--- config.mk ---
export PLATFORM = sky130hd
export DESIGN_NAME = swcs_switchgear_unit
export DESIGN_NICKNAME = d
export VERILOG_FILES = /design/src/swcs_pkg.sv /design/src/swcs_switchgear_unit.sv
export SDC_FILE = /design/constraint.sdc
export NUM_CORES = 1
export LEC_CHECK = 0
export BUFFER_PORTS_ARGS = -buffer_cell sky130_fd_sc_hd__buf_2
export CORE_MARGIN = 5
export CORE_UTILIZATION = 50
export DETAILED_ROUTE_END_ITERATION = 7
export GPL_ROUTABILITY_DRIVEN = 0
export HOLD_SLACK_MARGIN = 0.08
export PLACE_DENSITY_LB_ADDON = 0.15
export SLEW_MARGIN = 20
export SYNTH_ARGS = -nofsm -noshare
export SYNTH_HDL_FRONTEND = slang
export SYNTH_SLANG_ARGS = --single-unit
--- constraint.sdc ---
create_clock -name i_ref_clk -period 19.91 [get_ports i_ref_clk]
set_clock_uncertainty 0.15 [all_clocks]
set_input_delay 2.9865 -clock i_ref_clk [delete_from_list [all_inputs] [get_ports i_ref_clk]]
set_output_delay 2.9865 -clock i_ref_clk [all_outputs]
set_load 0.01 [all_outputs]
--- src/swcs_pkg.sv ---
// Package for switchgear command supervision: constants and carrier types
package swcs_pkg;

  // Register offsets (byte addresses, one word each)
  localparam logic [7:0] SWCS_CTRL_OFS = 8'h00;
  localparam logic [7:0] SWCS_STAT_OFS = 8'h04;
  localparam logic [7:0] SWCS_FLAG_OFS = 8'h08;
  localparam logic [7:0] SWCS_TDIS_OFS = 8'h0c;
  localparam logic [7:0] SWCS_TSYN_OFS = 8'h10;
  localparam logic [7:0] SWCS_TRUN_OFS = 8'h14;
  localparam logic [7:0] SWCS_TSLW_OFS = 8'h18;

  // Control register field positions
  localparam int SWCS_CTRL_SINGLE_BIT = 0;
  localparam int SWCS_CTRL_INCL_ON_BIT = 1;
  localparam int SWCS_CTRL_INCL_OFF_BIT = 2;
  localparam int SWCS_CTRL_SYNC_BIT = 3;

  // Reset values
  localparam logic [3:0] SWCS_CTRL_RST = 4'h6;
  localparam logic [15:0] SWCS_TDIS_RST = 16'h00fa;
  localparam logic [15:0] SWCS_TSYN_RST = 16'h01f4;
  localparam logic [15:0] SWCS_TRUN_RST = 16'h07d0;
  localparam logic [15:0] SWCS_TSLW_RST = 16'h03e8;

  // Time base: one supervision tick is 1 ms at 25 MHz
  localparam int SWCS_CLK_HZ = 25000000;
  localparam int SWCS_TICK_US = 1000;
  localparam int SWCS_TICK_CYC = SWCS_CLK_HZ / 1000000 * SWCS_TICK_US;

  // Supervision flag indices
  localparam int SWCS_NFLAG = 10;
  localparam int SWCS_F_OK = 0;
  localparam int SWCS_F_DIST = 1;
  localparam int SWCS_F_TRIP = 2;
  localparam int SWCS_F_DIR = 3;
  localparam int SWCS_F_ONOFF = 4;
  localparam int SWCS_F_NRDY = 5;
  localparam int SWCS_F_LOCK = 6;
  localparam int SWCS_F_SYNC = 7;
  localparam int SWCS_F_WDRN = 8;
  localparam int SWCS_F_RUN = 9;

  // Decoded breaker position
  typedef struct packed {
    logic closed;
    logic open;
    logic indeterm;
    logic contra;
  } swcs_pos_t;

  // Breaker-side inputs
  typedef struct packed {
    logic aux_on;
    logic aux_off;
    logic ready;
    logic removed;
    logic in_sync;
  } swcs_brk_t;

endpackage

--- src/swcs_switchgear_unit.sv ---
// Switchgear position evaluation and switching command supervision
`timescale 1ns/1ps
// Overview of operation
// RULE_01: Indeterminate output high while position resolves to neither open nor closed. The code drops it once contradicting contacts raise disturbed.
// RULE_02: Contradicting contacts start a timer; disturbed goes high when it expires.
// RULE_03: Ready output follows breaker ready input.
// RULE_04: Removed output high while breaker reported withdrawn.
// RULE_05: Close-interlock indication is OR of all close-interlock inputs.
// RULE_06: Open-interlock indication is OR of all open-interlock inputs.
// RULE_07: Success flag when commanded position is reached.
// RULE_08: Failed-disturbed flag when command ends in disturbed position.
// RULE_09: Refuse command while protection trip pending; flag trip as cause.
// RULE_10: Direction flag for open when open or close when closed.
// RULE_11: Flag close command received while open command pending.
// RULE_12: Not-ready flag when command attempted while breaker not ready.
// RULE_13: Withhold interlocked command and raise field-lock flag.
// RULE_14: Sync close runs timer; no in-sync before expiry drops command, flags.
// RULE_15: Withdrawn flag when command fails because breaker removed.
// RULE_16: Setting includes or excludes protection close and trip in outputs.
// RULE_17: Slow-breaker alarm on degraded operating time; cleared only by request.
// RULE_18: Breaker supplies normally-open contact as closed check-back.
// RULE_19: Breaker supplies normally-closed contact as open check-back.
// RULE_20: Synchroniser asserts in-sync within sync time after request.
// RULE_21: Single-contact configuration suppresses indeterminate and disturbed flags.
// RULE_22: Decode: 10 closed, 01 open, 00 indeterminate, 11 contradictory.
// RULE_23: Flags latch until next accepted command; one cause per command. The code also replaces them with the cause of a refused command.
module swcs_switchgear_unit
  import swcs_pkg::*;
(
  // Clock, reset, enable
  input wire logic i_ref_clk,
  input wire logic i_rst,
  input wire logic i_ce,
  // Register port
  input wire logic [7:0] i_addr,
  input wire logic [31:0] i_wdata,
  input wire logic i_wr,
  input wire logic i_rd,
  output logic [31:0] o_rdata,
  // Breaker pins
  input wire swcs_brk_t i_brk,
  input wire logic [2:0] i_close_lock_input,
  input wire logic [2:0] i_open_lock_input,
  // Command sources
  input wire logic i_cmd_on,
  input wire logic i_cmd_off,
  input wire logic i_prot_on,
  input wire logic i_protection_open_request,
  input wire logic i_trip_acknowledge,
  input wire logic i_slow_breaker_alarm_clear,
  // Breaker commands
  output logic o_on_cmd,
  output logic o_off_cmd,
  output logic o_sync_on_request,
  // Status
  output logic o_pos_on,
  output logic o_pos_off,
  output logic o_pos_indeterm,
  output logic o_pos_disturb,
  output logic o_ready,
  output logic o_removed,
  output logic o_close_lock,
  output logic o_open_lock,
  output logic o_trip_pending,
  output logic o_slow_breaker_alarm,
  output logic [SWCS_NFLAG-1:0] o_flags
);

  typedef enum logic [1:0] {SWCS_IDLE, SWCS_SYNC, SWCS_RUN} swcs_state_t;

  // Pin synchronisers: three stages, change accepted when stages 2 and 3 agree
  logic [4:0] sync1_r, sync2_r, sync3_r, brk_r;
  logic [2:0] cl1_r, cl2_r, cl3_r, cl_r;
  logic [2:0] ol1_r, ol2_r, ol3_r, ol_r;
  logic [4:0] brk_pins;
  assign brk_pins = i_brk;
  always_ff @(posedge i_ref_clk or posedge i_rst) begin
    if (i_rst) begin
      sync1_r <= '0; sync2_r <= '0; sync3_r <= '0; brk_r <= '0;
      cl1_r <= '0; cl2_r <= '0; cl3_r <= '0; cl_r <= '0;
      ol1_r <= '0; ol2_r <= '0; ol3_r <= '0; ol_r <= '0;
    end else if (i_ce) begin
      sync1_r <= brk_pins;
      sync2_r <= sync1_r;
      sync3_r <= sync2_r;
      cl1_r <= i_close_lock_input;
      cl2_r <= cl1_r;
      cl3_r <= cl2_r;
      ol1_r <= i_open_lock_input;
      ol2_r <= ol1_r;
      ol3_r <= ol2_r;
      for (int k = 0; k < 5; k++) begin
        if (sync2_r[k] == sync3_r[k]) brk_r[k] <= sync3_r[k];
      end
      for (int k = 0; k < 3; k++) begin
        if (cl2_r[k] == cl3_r[k]) cl_r[k] <= cl3_r[k];
        if (ol2_r[k] == ol3_r[k]) ol_r[k] <= ol3_r[k];
      end
    end
  end

  swcs_brk_t brk;
  assign brk = brk_r;

  // Configuration registers
  logic [3:0] ctrl_r;
  logic [15:0] tdis_r, tsyn_r, trun_r, tslw_r;
  logic single;
  assign single = ctrl_r[SWCS_CTRL_SINGLE_BIT];

  // Position decode
  swcs_pos_t pos;
  always_comb begin
    pos.closed = brk.aux_on & ~brk.aux_off; // RULE_22 RULE_18
    pos.open = ~brk.aux_on & brk.aux_off; // RULE_22 RULE_19
    pos.indeterm = ~brk.aux_on & ~brk.aux_off & ~single; // RULE_22 RULE_21
    pos.contra = brk.aux_on & brk.aux_off & ~single; // RULE_22 RULE_21
    if (single) begin
      pos.closed = brk.aux_on;
      pos.open = ~brk.aux_on;
    end
  end

  // Millisecond tick
  logic [$clog2(SWCS_TICK_CYC)-1:0] pre_r;
  logic tick;
  assign tick = (pre_r == '0);
  always_ff @(posedge i_ref_clk or posedge i_rst) begin
    if (i_rst) pre_r <= '0;
    else if (i_ce) pre_r <= tick ? ($clog2(SWCS_TICK_CYC))'(SWCS_TICK_CYC - 1) : pre_r - 1'b1;
  end

  // Disturbed-position supervision timer
  logic [15:0] dis_cnt_r;
  logic disturb_r;
  always_ff @(posedge i_ref_clk or posedge i_rst) begin
    if (i_rst) begin
      dis_cnt_r <= '0;
      disturb_r <= 1'b0;
    end else if (i_ce) begin
      if (!pos.contra) begin
        dis_cnt_r <= '0;
        disturb_r <= 1'b0;
      end else if (dis_cnt_r >= tdis_r) begin
        disturb_r <= 1'b1; // RULE_02
      end else if (tick) begin
        dis_cnt_r <= dis_cnt_r + 16'h0001;
      end
    end
  end

  // Trip pending: set by protection trip, held until acknowledged
  logic trip_pend_r;
  always_ff @(posedge i_ref_clk or posedge i_rst) begin
    if (i_rst) trip_pend_r <= 1'b0;
    else if (i_ce) begin
      if (i_protection_open_request) trip_pend_r <= 1'b1;
      else if (i_trip_acknowledge) trip_pend_r <= 1'b0;
    end
  end

  // Command edge detection
  logic on_d_r, off_d_r;
  logic on_req, off_req;
  assign on_req = i_cmd_on & ~on_d_r;
  assign off_req = i_cmd_off & ~off_d_r;
  always_ff @(posedge i_ref_clk or posedge i_rst) begin
    if (i_rst) begin
      on_d_r <= 1'b0;
      off_d_r <= 1'b0;
    end else if (i_ce) begin
      on_d_r <= i_cmd_on;
      off_d_r <= i_cmd_off;
    end
  end

  // Command supervision state machine
  swcs_state_t state_r;
  logic dir_on_r;
  logic [15:0] run_cnt_r;
  logic man_on_r, man_off_r;
  logic [SWCS_NFLAG-1:0] flags_r;
  logic slow_r;
  logic [SWCS_NFLAG-1:0] rej;
  logic req, req_on, off_pend;
  assign req = on_req | off_req;
  assign req_on = on_req; // Close takes the request when both arrive together
  assign off_pend = (state_r == SWCS_RUN) & ~dir_on_r;

  // Rejection cause, highest priority first, one cause only
  always_comb begin
    rej = '0;
    if (on_req && off_pend) rej[SWCS_F_ONOFF] = 1'b1; // RULE_11
    else if (state_r != SWCS_IDLE) rej = '0;
    else if (trip_pend_r) rej[SWCS_F_TRIP] = 1'b1; // RULE_09
    else if (brk.removed) rej[SWCS_F_WDRN] = 1'b1; // RULE_15
    else if (!brk.ready) rej[SWCS_F_NRDY] = 1'b1; // RULE_12
    else if (req_on ? (|cl_r) : (|ol_r)) rej[SWCS_F_LOCK] = 1'b1; // RULE_13
    else if (req_on ? pos.closed : pos.open) rej[SWCS_F_DIR] = 1'b1; // RULE_10
  end

  always_ff @(posedge i_ref_clk or posedge i_rst) begin
    if (i_rst) begin
      state_r <= SWCS_IDLE;
      dir_on_r <= 1'b0;
      run_cnt_r <= '0;
      man_on_r <= 1'b0;
      man_off_r <= 1'b0;
      flags_r <= '0;
      slow_r <= 1'b0;
    end else if (i_ce) begin
      if (req && (|rej)) begin
        flags_r <= rej; // RULE_23
      end
      if (tick && state_r != SWCS_IDLE) run_cnt_r <= run_cnt_r + 16'h0001;
      unique case (state_r)
        SWCS_IDLE: begin
          if (req && !(|rej)) begin
            flags_r <= '0; // RULE_23
            dir_on_r <= req_on;
            run_cnt_r <= '0;
            if (req_on && ctrl_r[SWCS_CTRL_SYNC_BIT]) begin
              state_r <= SWCS_SYNC;
            end else begin
              state_r <= SWCS_RUN;
              man_on_r <= req_on;
              man_off_r <= ~req_on;
            end
          end
        end
        SWCS_SYNC: begin
          if (brk.in_sync) begin // RULE_20
            state_r <= SWCS_RUN;
            man_on_r <= 1'b1;
            run_cnt_r <= '0;
          end else if (run_cnt_r >= tsyn_r) begin
            state_r <= SWCS_IDLE; // RULE_14
            flags_r[SWCS_F_SYNC] <= 1'b1; // RULE_14
          end
        end
        SWCS_RUN: begin
          if (dir_on_r ? pos.closed : pos.open) begin
            state_r <= SWCS_IDLE;
            man_on_r <= 1'b0;
            man_off_r <= 1'b0;
            flags_r <= SWCS_NFLAG'(1 << SWCS_F_OK); // RULE_07 RULE_23
            if (run_cnt_r > tslw_r) slow_r <= 1'b1; // RULE_17
          end else if (run_cnt_r >= trun_r) begin
            state_r <= SWCS_IDLE;
            man_on_r <= 1'b0;
            man_off_r <= 1'b0;
            // Outcome replaces any earlier flag so only one cause stands
            if (disturb_r) flags_r <= SWCS_NFLAG'(1 << SWCS_F_DIST); // RULE_08
            else flags_r <= SWCS_NFLAG'(1 << SWCS_F_RUN);
          end
        end
      endcase
      if (i_slow_breaker_alarm_clear && !(state_r == SWCS_RUN && (dir_on_r ? pos.closed : pos.open)
          && run_cnt_r > tslw_r)) begin
        slow_r <= 1'b0; // RULE_17
      end
    end
  end

  // Outputs to breaker and status, all registered
  always_ff @(posedge i_ref_clk or posedge i_rst) begin
    if (i_rst) begin
      o_on_cmd <= 1'b0;
      o_off_cmd <= 1'b0;
      o_sync_on_request <= 1'b0;
      o_pos_on <= 1'b0;
      o_pos_off <= 1'b0;
      o_pos_indeterm <= 1'b0;
      o_pos_disturb <= 1'b0;
      o_ready <= 1'b0;
      o_removed <= 1'b0;
      o_close_lock <= 1'b0;
      o_open_lock <= 1'b0;
      o_trip_pending <= 1'b0;
      o_slow_breaker_alarm <= 1'b0;
      o_flags <= '0;
    end else if (i_ce) begin
      o_on_cmd <= man_on_r | (i_prot_on & ctrl_r[SWCS_CTRL_INCL_ON_BIT]); // RULE_16
      o_off_cmd <= man_off_r | (trip_pend_r & ctrl_r[SWCS_CTRL_INCL_OFF_BIT]); // RULE_16
      o_sync_on_request <= (state_r == SWCS_SYNC);
      o_pos_on <= pos.closed;
      o_pos_off <= pos.open;
      o_pos_indeterm <= pos.indeterm | (pos.contra & ~disturb_r); // RULE_01
      o_pos_disturb <= disturb_r; // RULE_02
      o_ready <= brk.ready; // RULE_03
      o_removed <= brk.removed; // RULE_04
      o_close_lock <= |cl_r; // RULE_05
      o_open_lock <= |ol_r; // RULE_06
      o_trip_pending <= trip_pend_r;
      o_slow_breaker_alarm <= slow_r;
      o_flags <= flags_r;
    end
  end

  // Register writes
  always_ff @(posedge i_ref_clk or posedge i_rst) begin
    if (i_rst) begin
      ctrl_r <= SWCS_CTRL_RST;
      tdis_r <= SWCS_TDIS_RST;
      tsyn_r <= SWCS_TSYN_RST;
      trun_r <= SWCS_TRUN_RST;
      tslw_r <= SWCS_TSLW_RST;
    end else if (i_ce && i_wr) begin
      unique case (i_addr)
        SWCS_CTRL_OFS: ctrl_r <= i_wdata[3:0];
        SWCS_TDIS_OFS: tdis_r <= i_wdata[15:0];
        SWCS_TSYN_OFS: tsyn_r <= i_wdata[15:0];
        SWCS_TRUN_OFS: trun_r <= i_wdata[15:0];
        SWCS_TSLW_OFS: tslw_r <= i_wdata[15:0];
        default: ;
      endcase
    end
  end

  // Register reads, data valid the cycle after the strobe; unmapped reads zero
  always_ff @(posedge i_ref_clk or posedge i_rst) begin
    if (i_rst) o_rdata <= '0;
    else if (i_ce) begin
      o_rdata <= '0;
      if (i_rd) begin
        unique case (i_addr)
          SWCS_CTRL_OFS: o_rdata <= {28'h0, ctrl_r};
          SWCS_STAT_OFS: o_rdata <= {21'h0, state_r, 2'h0, slow_r, trip_pend_r, disturb_r, pos};
          SWCS_FLAG_OFS: o_rdata <= {22'h0, flags_r};
          SWCS_TDIS_OFS: o_rdata <= {16'h0, tdis_r};
          SWCS_TSYN_OFS: o_rdata <= {16'h0, tsyn_r};
          SWCS_TRUN_OFS: o_rdata <= {16'h0, trun_r};
          SWCS_TSLW_OFS: o_rdata <= {16'h0, tslw_r};
          default: o_rdata <= '0;
        endcase
      end
    end
  end

endmodule

==> flow_summary.yaml, run 1 <==
synth:
  synth_area_um2: 11500
  synthCells: 1107
  synth_ff_type: "dfrtp_1"
  yosysSeqAreaShare_pct: 47.5
  async_reset_ff_share_pct: 100
  synth-warning-count: 0
  ys_types: 70
  synth_edf_count: 0
  syn_avg_cell_area_um2: 10.4
  ys_ff_latch: 218
global_routing:
  busiest_layer: "met2"
  grtUsageTotal_pct: 21.0
  grt_use_met2_pct: 32.2
  grt_max_degree: 97
  grt_pass1_vias: 8129
  antenna_found_initial: 3
  grt_use_met3_pct: 3.70
  globalRouteMet1Util_pct: 30.7
  grt_first_pass_wirelength_mm: 44.2
  overflow: 0
clock_network:
  cts-root-buf: "clkbuf_16"
  path_clk_slew_ps: 60
  cts_htree_levels: 1
  cts_tree: "yes"
  cts_inserted_buffers: 25
  cts_hold_buf: 0
  ctsResizeCount: 0
  clock_latency_ps: 510
  post_cts_buffers: 0
  clockBufferDepth: 3
  clock-sinks: 218
placement:
  dpl_cell_area_um2: 12200
  dp_hpwl_mm: 20.2
  port_buffers: 84
setup_path:
  startpoint_type: "primary input"
  worst_path_max_delay_cell: "or4_1"
  max_stage_delay_ps: 730
  crit_buf_inv: 1
  cp_common_cell: "o21a_1"
  critPathArrivalTime_ps: 5610
  cp_top_family: "simple AND/OR/NAND/NOR gates"
  path_cells: "buf_4, nand3_2, or4_1, or4b_1, o21a_1, o21a_1"
  critPathKind: "in2reg"
  crit_fanout: 72
  critPathCaptureType: "flip-flop"
  worst_ep_required_time_ps: 20160
detailed_routing:
  ant_nets: 0
  wl_mm: 28.0
  drtIter0Drc: 548
  drt-pass1-iter-count: 5
  avgRoutedWirePerCell_um: 18.8
  drc: 0
  vias: 8461
  via_per_inst: 5.69
timing:
  grt_setup_unrepaired: "false"
  slew_violations: 0
  period_share_pct: 26.9
  tightest_slew_ps: 1020
  setup_viol: 0
  min_period_ps: 5360
  setup_tns_ps: 0
  fmax_mhz: 186
  max_slew_margin_pct: 31.0
  hold_viol: 0
floorplanning:
  io_pins: 117
  die_area_um2: 26200
  initial_core_util_pct: 50.8
  core_area_um2: 22700
  die_x_um: 162
  die_h_um: 162
  rows: 55
power_and_ir_drop:
  p_leak_nw: 6.08
  powerDensity_nw_per_um2: 94.5
  peakVddDrop_mv: 0.0636
final_layout:
  fin_nets: 1314
  final_cell_mix: "dfrtp_1, mux2_2, inv_1"
  final_cell_area_um2: 13100
  areaGrowthSynthToFinish_pct: 13.0
  finish.utilization_pct: 57.5
  layout_commonest_cell: "dfrtp_1"
  layout-drive-gt1-share_pct: 22.9
  fillers: 1996
hold_path:
  hold_class: "reg2reg"
flow_run:
  cap_violations: 0
status:
  status: "complete, no violations"
-- metrics by stage --
step / hold WS (ps) / power [mW] / setup slack [ps] / cells
after CTS: 343 / 1.24 / 14580 / 1485
after floorplan: 307 / 0.692 / 10850 / 1122
after detailed placement: 329 / 0.762 / 14040 / 1440
final: 339 / 1.23 / 14550 / 1486
after global routing: 368 / 1.29 / 14410 / 1486
after global placement: 318 / 0.756 / 14070 / 1440
-- final timing paths --
path,slack (ps),cells past startpoint,start,end
setup / recovery,14550,6,i_ce,dis_cnt_r[15]
hold / removal,340,2,ol3_r[0],ol_r[0]
setup reg to reg,16850,8,tdis_r[7],dis_cnt_r[3]
hold reg to reg,340,2,ol3_r[0],ol_r[0]
max in group asynchronous,15180,4,i_rst,dis_cnt_r[12]
min in group asynchronous,2390,2,i_rst,sync1_r[0]
-- synthesized netlist by cell type (all sizes together), types with 3 or more instances --
cell type  count  area, um2
a211oi         6       45.0
a21boi         6       45.1
a21o          13       97.6
a21oi         61        305
a221oi         4       35.0
a222oi        13        130
a22o           4       35.0
a22oi         10       75.1
a31o           3       26.3
a31oi          7       43.8
a32o           4       40.0
and2           6       37.5
and3          12       75.1
and4           5       43.8
buf           21        140
clkbuf        39        146
dfrtp        192       4800
dfstp         26        683
ha            70        876
inv           95        357
mux2         109       1230
mux2i          6       60.1
nand2         75        284
nand2b        19        119
nand3         28        145
nand4         12       75.1
nor2          71        267
nor2b          5       31.3
nor3          22        110
nor3b          6       50.1
nor4           9        108
o2111ai        3       32.5
o211ai         6       45.0
o21a           8       60.1
o21ai         50        250
o21bai         3       22.5
o22ai         12       75.1
o2bb2ai        3       26.3
o31ai          6       45.0
or3            8       50.1
or4            6       45.0
xnor2          8       70.1
xor2          16        140
-- flip-flops by register name (all words and copies together), names as in the netlist, 10 cells and up --
signal / count
dis_cnt_r: 16
o_rdata: 16
run_cnt_r: 16
tdis_r: 16
trun_r: 16
tslw_r: 16
tsyn_r: 16
pre_r: 15
flags_r: 10
o_flags: 10
-- cell type report --
class,instances,area [um2],area share [%]
Clock inverter,5,78.8,0.604
Tap cell,285,357,2.73
Clock buffer,40,792,6.07
Timing Repair Buffer,93,490,3.76
Inverter,95,364,2.79
Sequential cell,218,5490,42.0
Antenna cell,1,2.50,0.0192
Multi-Input combinational cell,749,5480,42.0
-- metal layers --
layer	share of wire (%)	wire (um)
met1	46	13000
met2	44	12500
met3	5.8	1610
met4	3.2	910
met5	0.089	25
-- logic make-up (layout without fill, tap and decap cells) --
family	count (synthesis)	count (layout)	share of synthesized area, %
flip-flops	218	218	47.5
AO/OA/AOI/OAI	235	235	13.5
adder cells (fa/ha/maj)	70	70	7.58
buffers and inverters	155	233	5.57
multiplexers	115	115	11.1
XOR/XNOR	24	24	1.82
AND/OR/NAND/NOR	289	289	12.8
other	1	17	0.0325
-- tightest hold or removal path: stages, from the launching register on --
cell,delay [ps]
dfrtp_1,340
a21oi_1,40
nor2_1,70
-- where the power goes --
part	internal (mW)	switching [mW]
logic	0.0874	0.113
registers	0.498	0.0567
clock network	0.297	0.181
total	0.882	0.351
Power figures use the tool's default switching activity.
==> run 2: changes to the inputs <==
==> constraint.sdc (replaced) <==
create_clock -name i_ref_clk -period 4.5 [get_ports i_ref_clk]
set_clock_uncertainty 0.15 [all_clocks]
set_input_delay 0.675 -clock i_ref_clk [delete_from_list [all_inputs] [get_ports i_ref_clk]]
set_output_delay 0.675 -clock i_ref_clk [all_outputs]
set_load 0.01 [all_outputs]
==> run 2 against run 1 <==
  * Count of clock-buffer cells in the layout fell by 2
  * Clock power rose to 4.3 times the previous value
  * Sequential cell count is the same
  * Wire length rose by 1.3%
  * Largest cell class unchanged
  * Register-to-register slack worse by 15000 ps
  * First-iteration DRC count shrank 11%
  * Critical endpoint is now dis_cnt_r[4]
  * Final area is 0.16% higher
  * Worst hold slack worse by 110 ps
  * Utilization grew 0.094 points
  * Total power increased to 4.4 times the previous value
  * Largest power group unchanged
  * Highest routed layer unchanged
==> flow_summary.yaml, run 2 (same netlist as run 1, synthesis figures left out) <==
final_layout:
  finish.utilization_pct: 57.6
  areaGrowthSynthToFinish_pct: 13.2
  multiInputGateArea_um2: 5480
  layout_commonest_cell: "dfrtp_1"
  layout-drive-gt1-share_pct: 23.0
  fillers: 1965
  seqCellArea_um2: 5490
  final_cell_mix: "dfrtp_1, mux2_2, inv_1"
  fin_nets: 1320
global_routing:
  grt_max_degree: 118
  overflow: 0
  grtUsageTotal_pct: 21.5
  grt_first_pass_wirelength_mm: 45.4
  antenna_found_initial: 4
  grt_pass1_vias: 8336
power_and_ir_drop:
  peakVddDrop_mv: 0.329
  powerDensity_nw_per_um2: 414
  p_leak_nw: 6.08
  design_power_total_mw: 5.41
setup_path:
  path_cells: "inv_1, ha_1, a21oi_1, o21bai_1, a211oi_1, o21ai_0, or4_1, a21oi_1"
  critPathArrivalTime_ps: 3380
  cp_num_cells: 8
  crit_fanout: 10
  max_stage_delay_ps: 630
  crit_buf_inv: 1
  cp_common_cell: "a21oi_1"
  worst_path_max_delay_cell: "or4_1"
  r2r_cells: 8
  critPathKind: "reg2reg"
  cp_top_family: "compound AO/OA/AOI/OAI gates"
  startpoint_type: "flip-flop"
  critPathCaptureType: "flip-flop"
  worst_ep_required_time_ps: 4800
detailed_routing:
  avgRoutedWirePerCell_um: 19.0
  wl_mm: 28.4
  drc: 0
  via_per_inst: 5.71
  highest_layer: "met5"
  dr_wl_met3_mm: 1.42
  wl_met1_mm: 13.1
  drtIter0Drc: 488
  wl_met2_mm: 12.7
  ant_nets: 0
  drt-pass1-iter-count: 5
  vias: 8533
timing:
  fmax_mhz: 325
  min_period_ps: 3080
  setup_tns_ps: 0
  period_share_pct: 68.4
  max_slew_margin_pct: 34.6
  tightest_slew_ps: 971
  hold_viol: 0
  whs_ps: 231
  grt_setup_unrepaired: "false"
  setup_viol: 0
  slew_violations: 0
floorplanning:
  io_pins: 117
  rows: 55
  initial_core_util_pct: 50.8
  core_area_um2: 22700
  die_x_um: 162
  die_area_um2: 26200
  die_h_um: 162
clock_network:
  cts_inserted_buffers: 25
  ctsResizeCount: 0
  cts-root-buf: "clkbuf_16"
  path_clk_slew_ps: 60
  cts_tree: "yes"
  clock_latency_ps: 530
  clock-sinks: 218
  cts_htree_levels: 1
  clockBufferDepth: 3
status:
  status: "complete, no violations"
hold_path:
  hold_class: "in2reg"
  whs_path_depth: 2
placement:
  dp_hpwl_mm: 20.5
  port_buffers: 84
flow_run:
  cap_violations: 0
-- run 2: area by class of cell --
cell class,instances,area share (%)
clock inverter,8,0.756
timing repair buffer,99,4.21
clock buffer,38,5.62
antenna,2,0.0383
sequential,218,42.0
inverter,95,2.76
multi-input combinational,749,41.9
tap,285,2.73
-- run 2: what timing repair did --
action	CTS	global route
hold buffers	1	0
endpoints found under the hold margin	20	0
setup buffers	0	0
-- run 2: path summary, 6_finish.rpt --
kind | startpoint | endpoint | slack, ps
max | tdis_r[7] | dis_cnt_r[4] | 1420
min | i_protection_open_request | trip_pend_r | 230
max reg2reg | tdis_r[7] | dis_cnt_r[4] | 1420
min reg2reg | sync3_r[4] | brk[4] | 330
max in group asynchronous | i_rst | tslw_r[15] | 2620
min in group asynchronous | i_rst | sync1_r[2] | 580
-- run 2: per-stage QoR --
stage / cells / cell area (um2) / setup WS (ps)
global placement: 1445 / 12200 / 1100
detailed placement: 1445 / 12200 / 1060
global route: 1494 / 13100 / 1250
finish: 1494 / 13100 / 1420
floorplan: 1122 / 11600 / 856
CTS: 1492 / 13100 / 1450
-- run 2: metal layers --
| layer | vias up | global-route usage, % |
|---|---|---|
| met4 | 4 | 8.30 |
| met3 | 54 | 3.25 |
| li1 | 4090 | - |
| met2 | 213 | 33.4 |
| met5 | - | 0 |
| met1 | 4172 | 30.5 |
-- run 2: power breakdown --
part           internal, mW  leakage (nW)  switching (mW)
clock network          1.24         0.404           0.809
registers              2.20          2.75           0.258
logic                 0.391          2.92           0.507
total                  3.83          6.08            1.57
-- run 2: worst reg2reg max path: stages (launching register included) --
cell      delay (ps)
dfstp_2          530
inv_1             50
ha_1             320
a21oi_1          150
o21bai_1          70
a211oi_1         460
o21ai_0          490
or4_1            630
a21oi_1          160
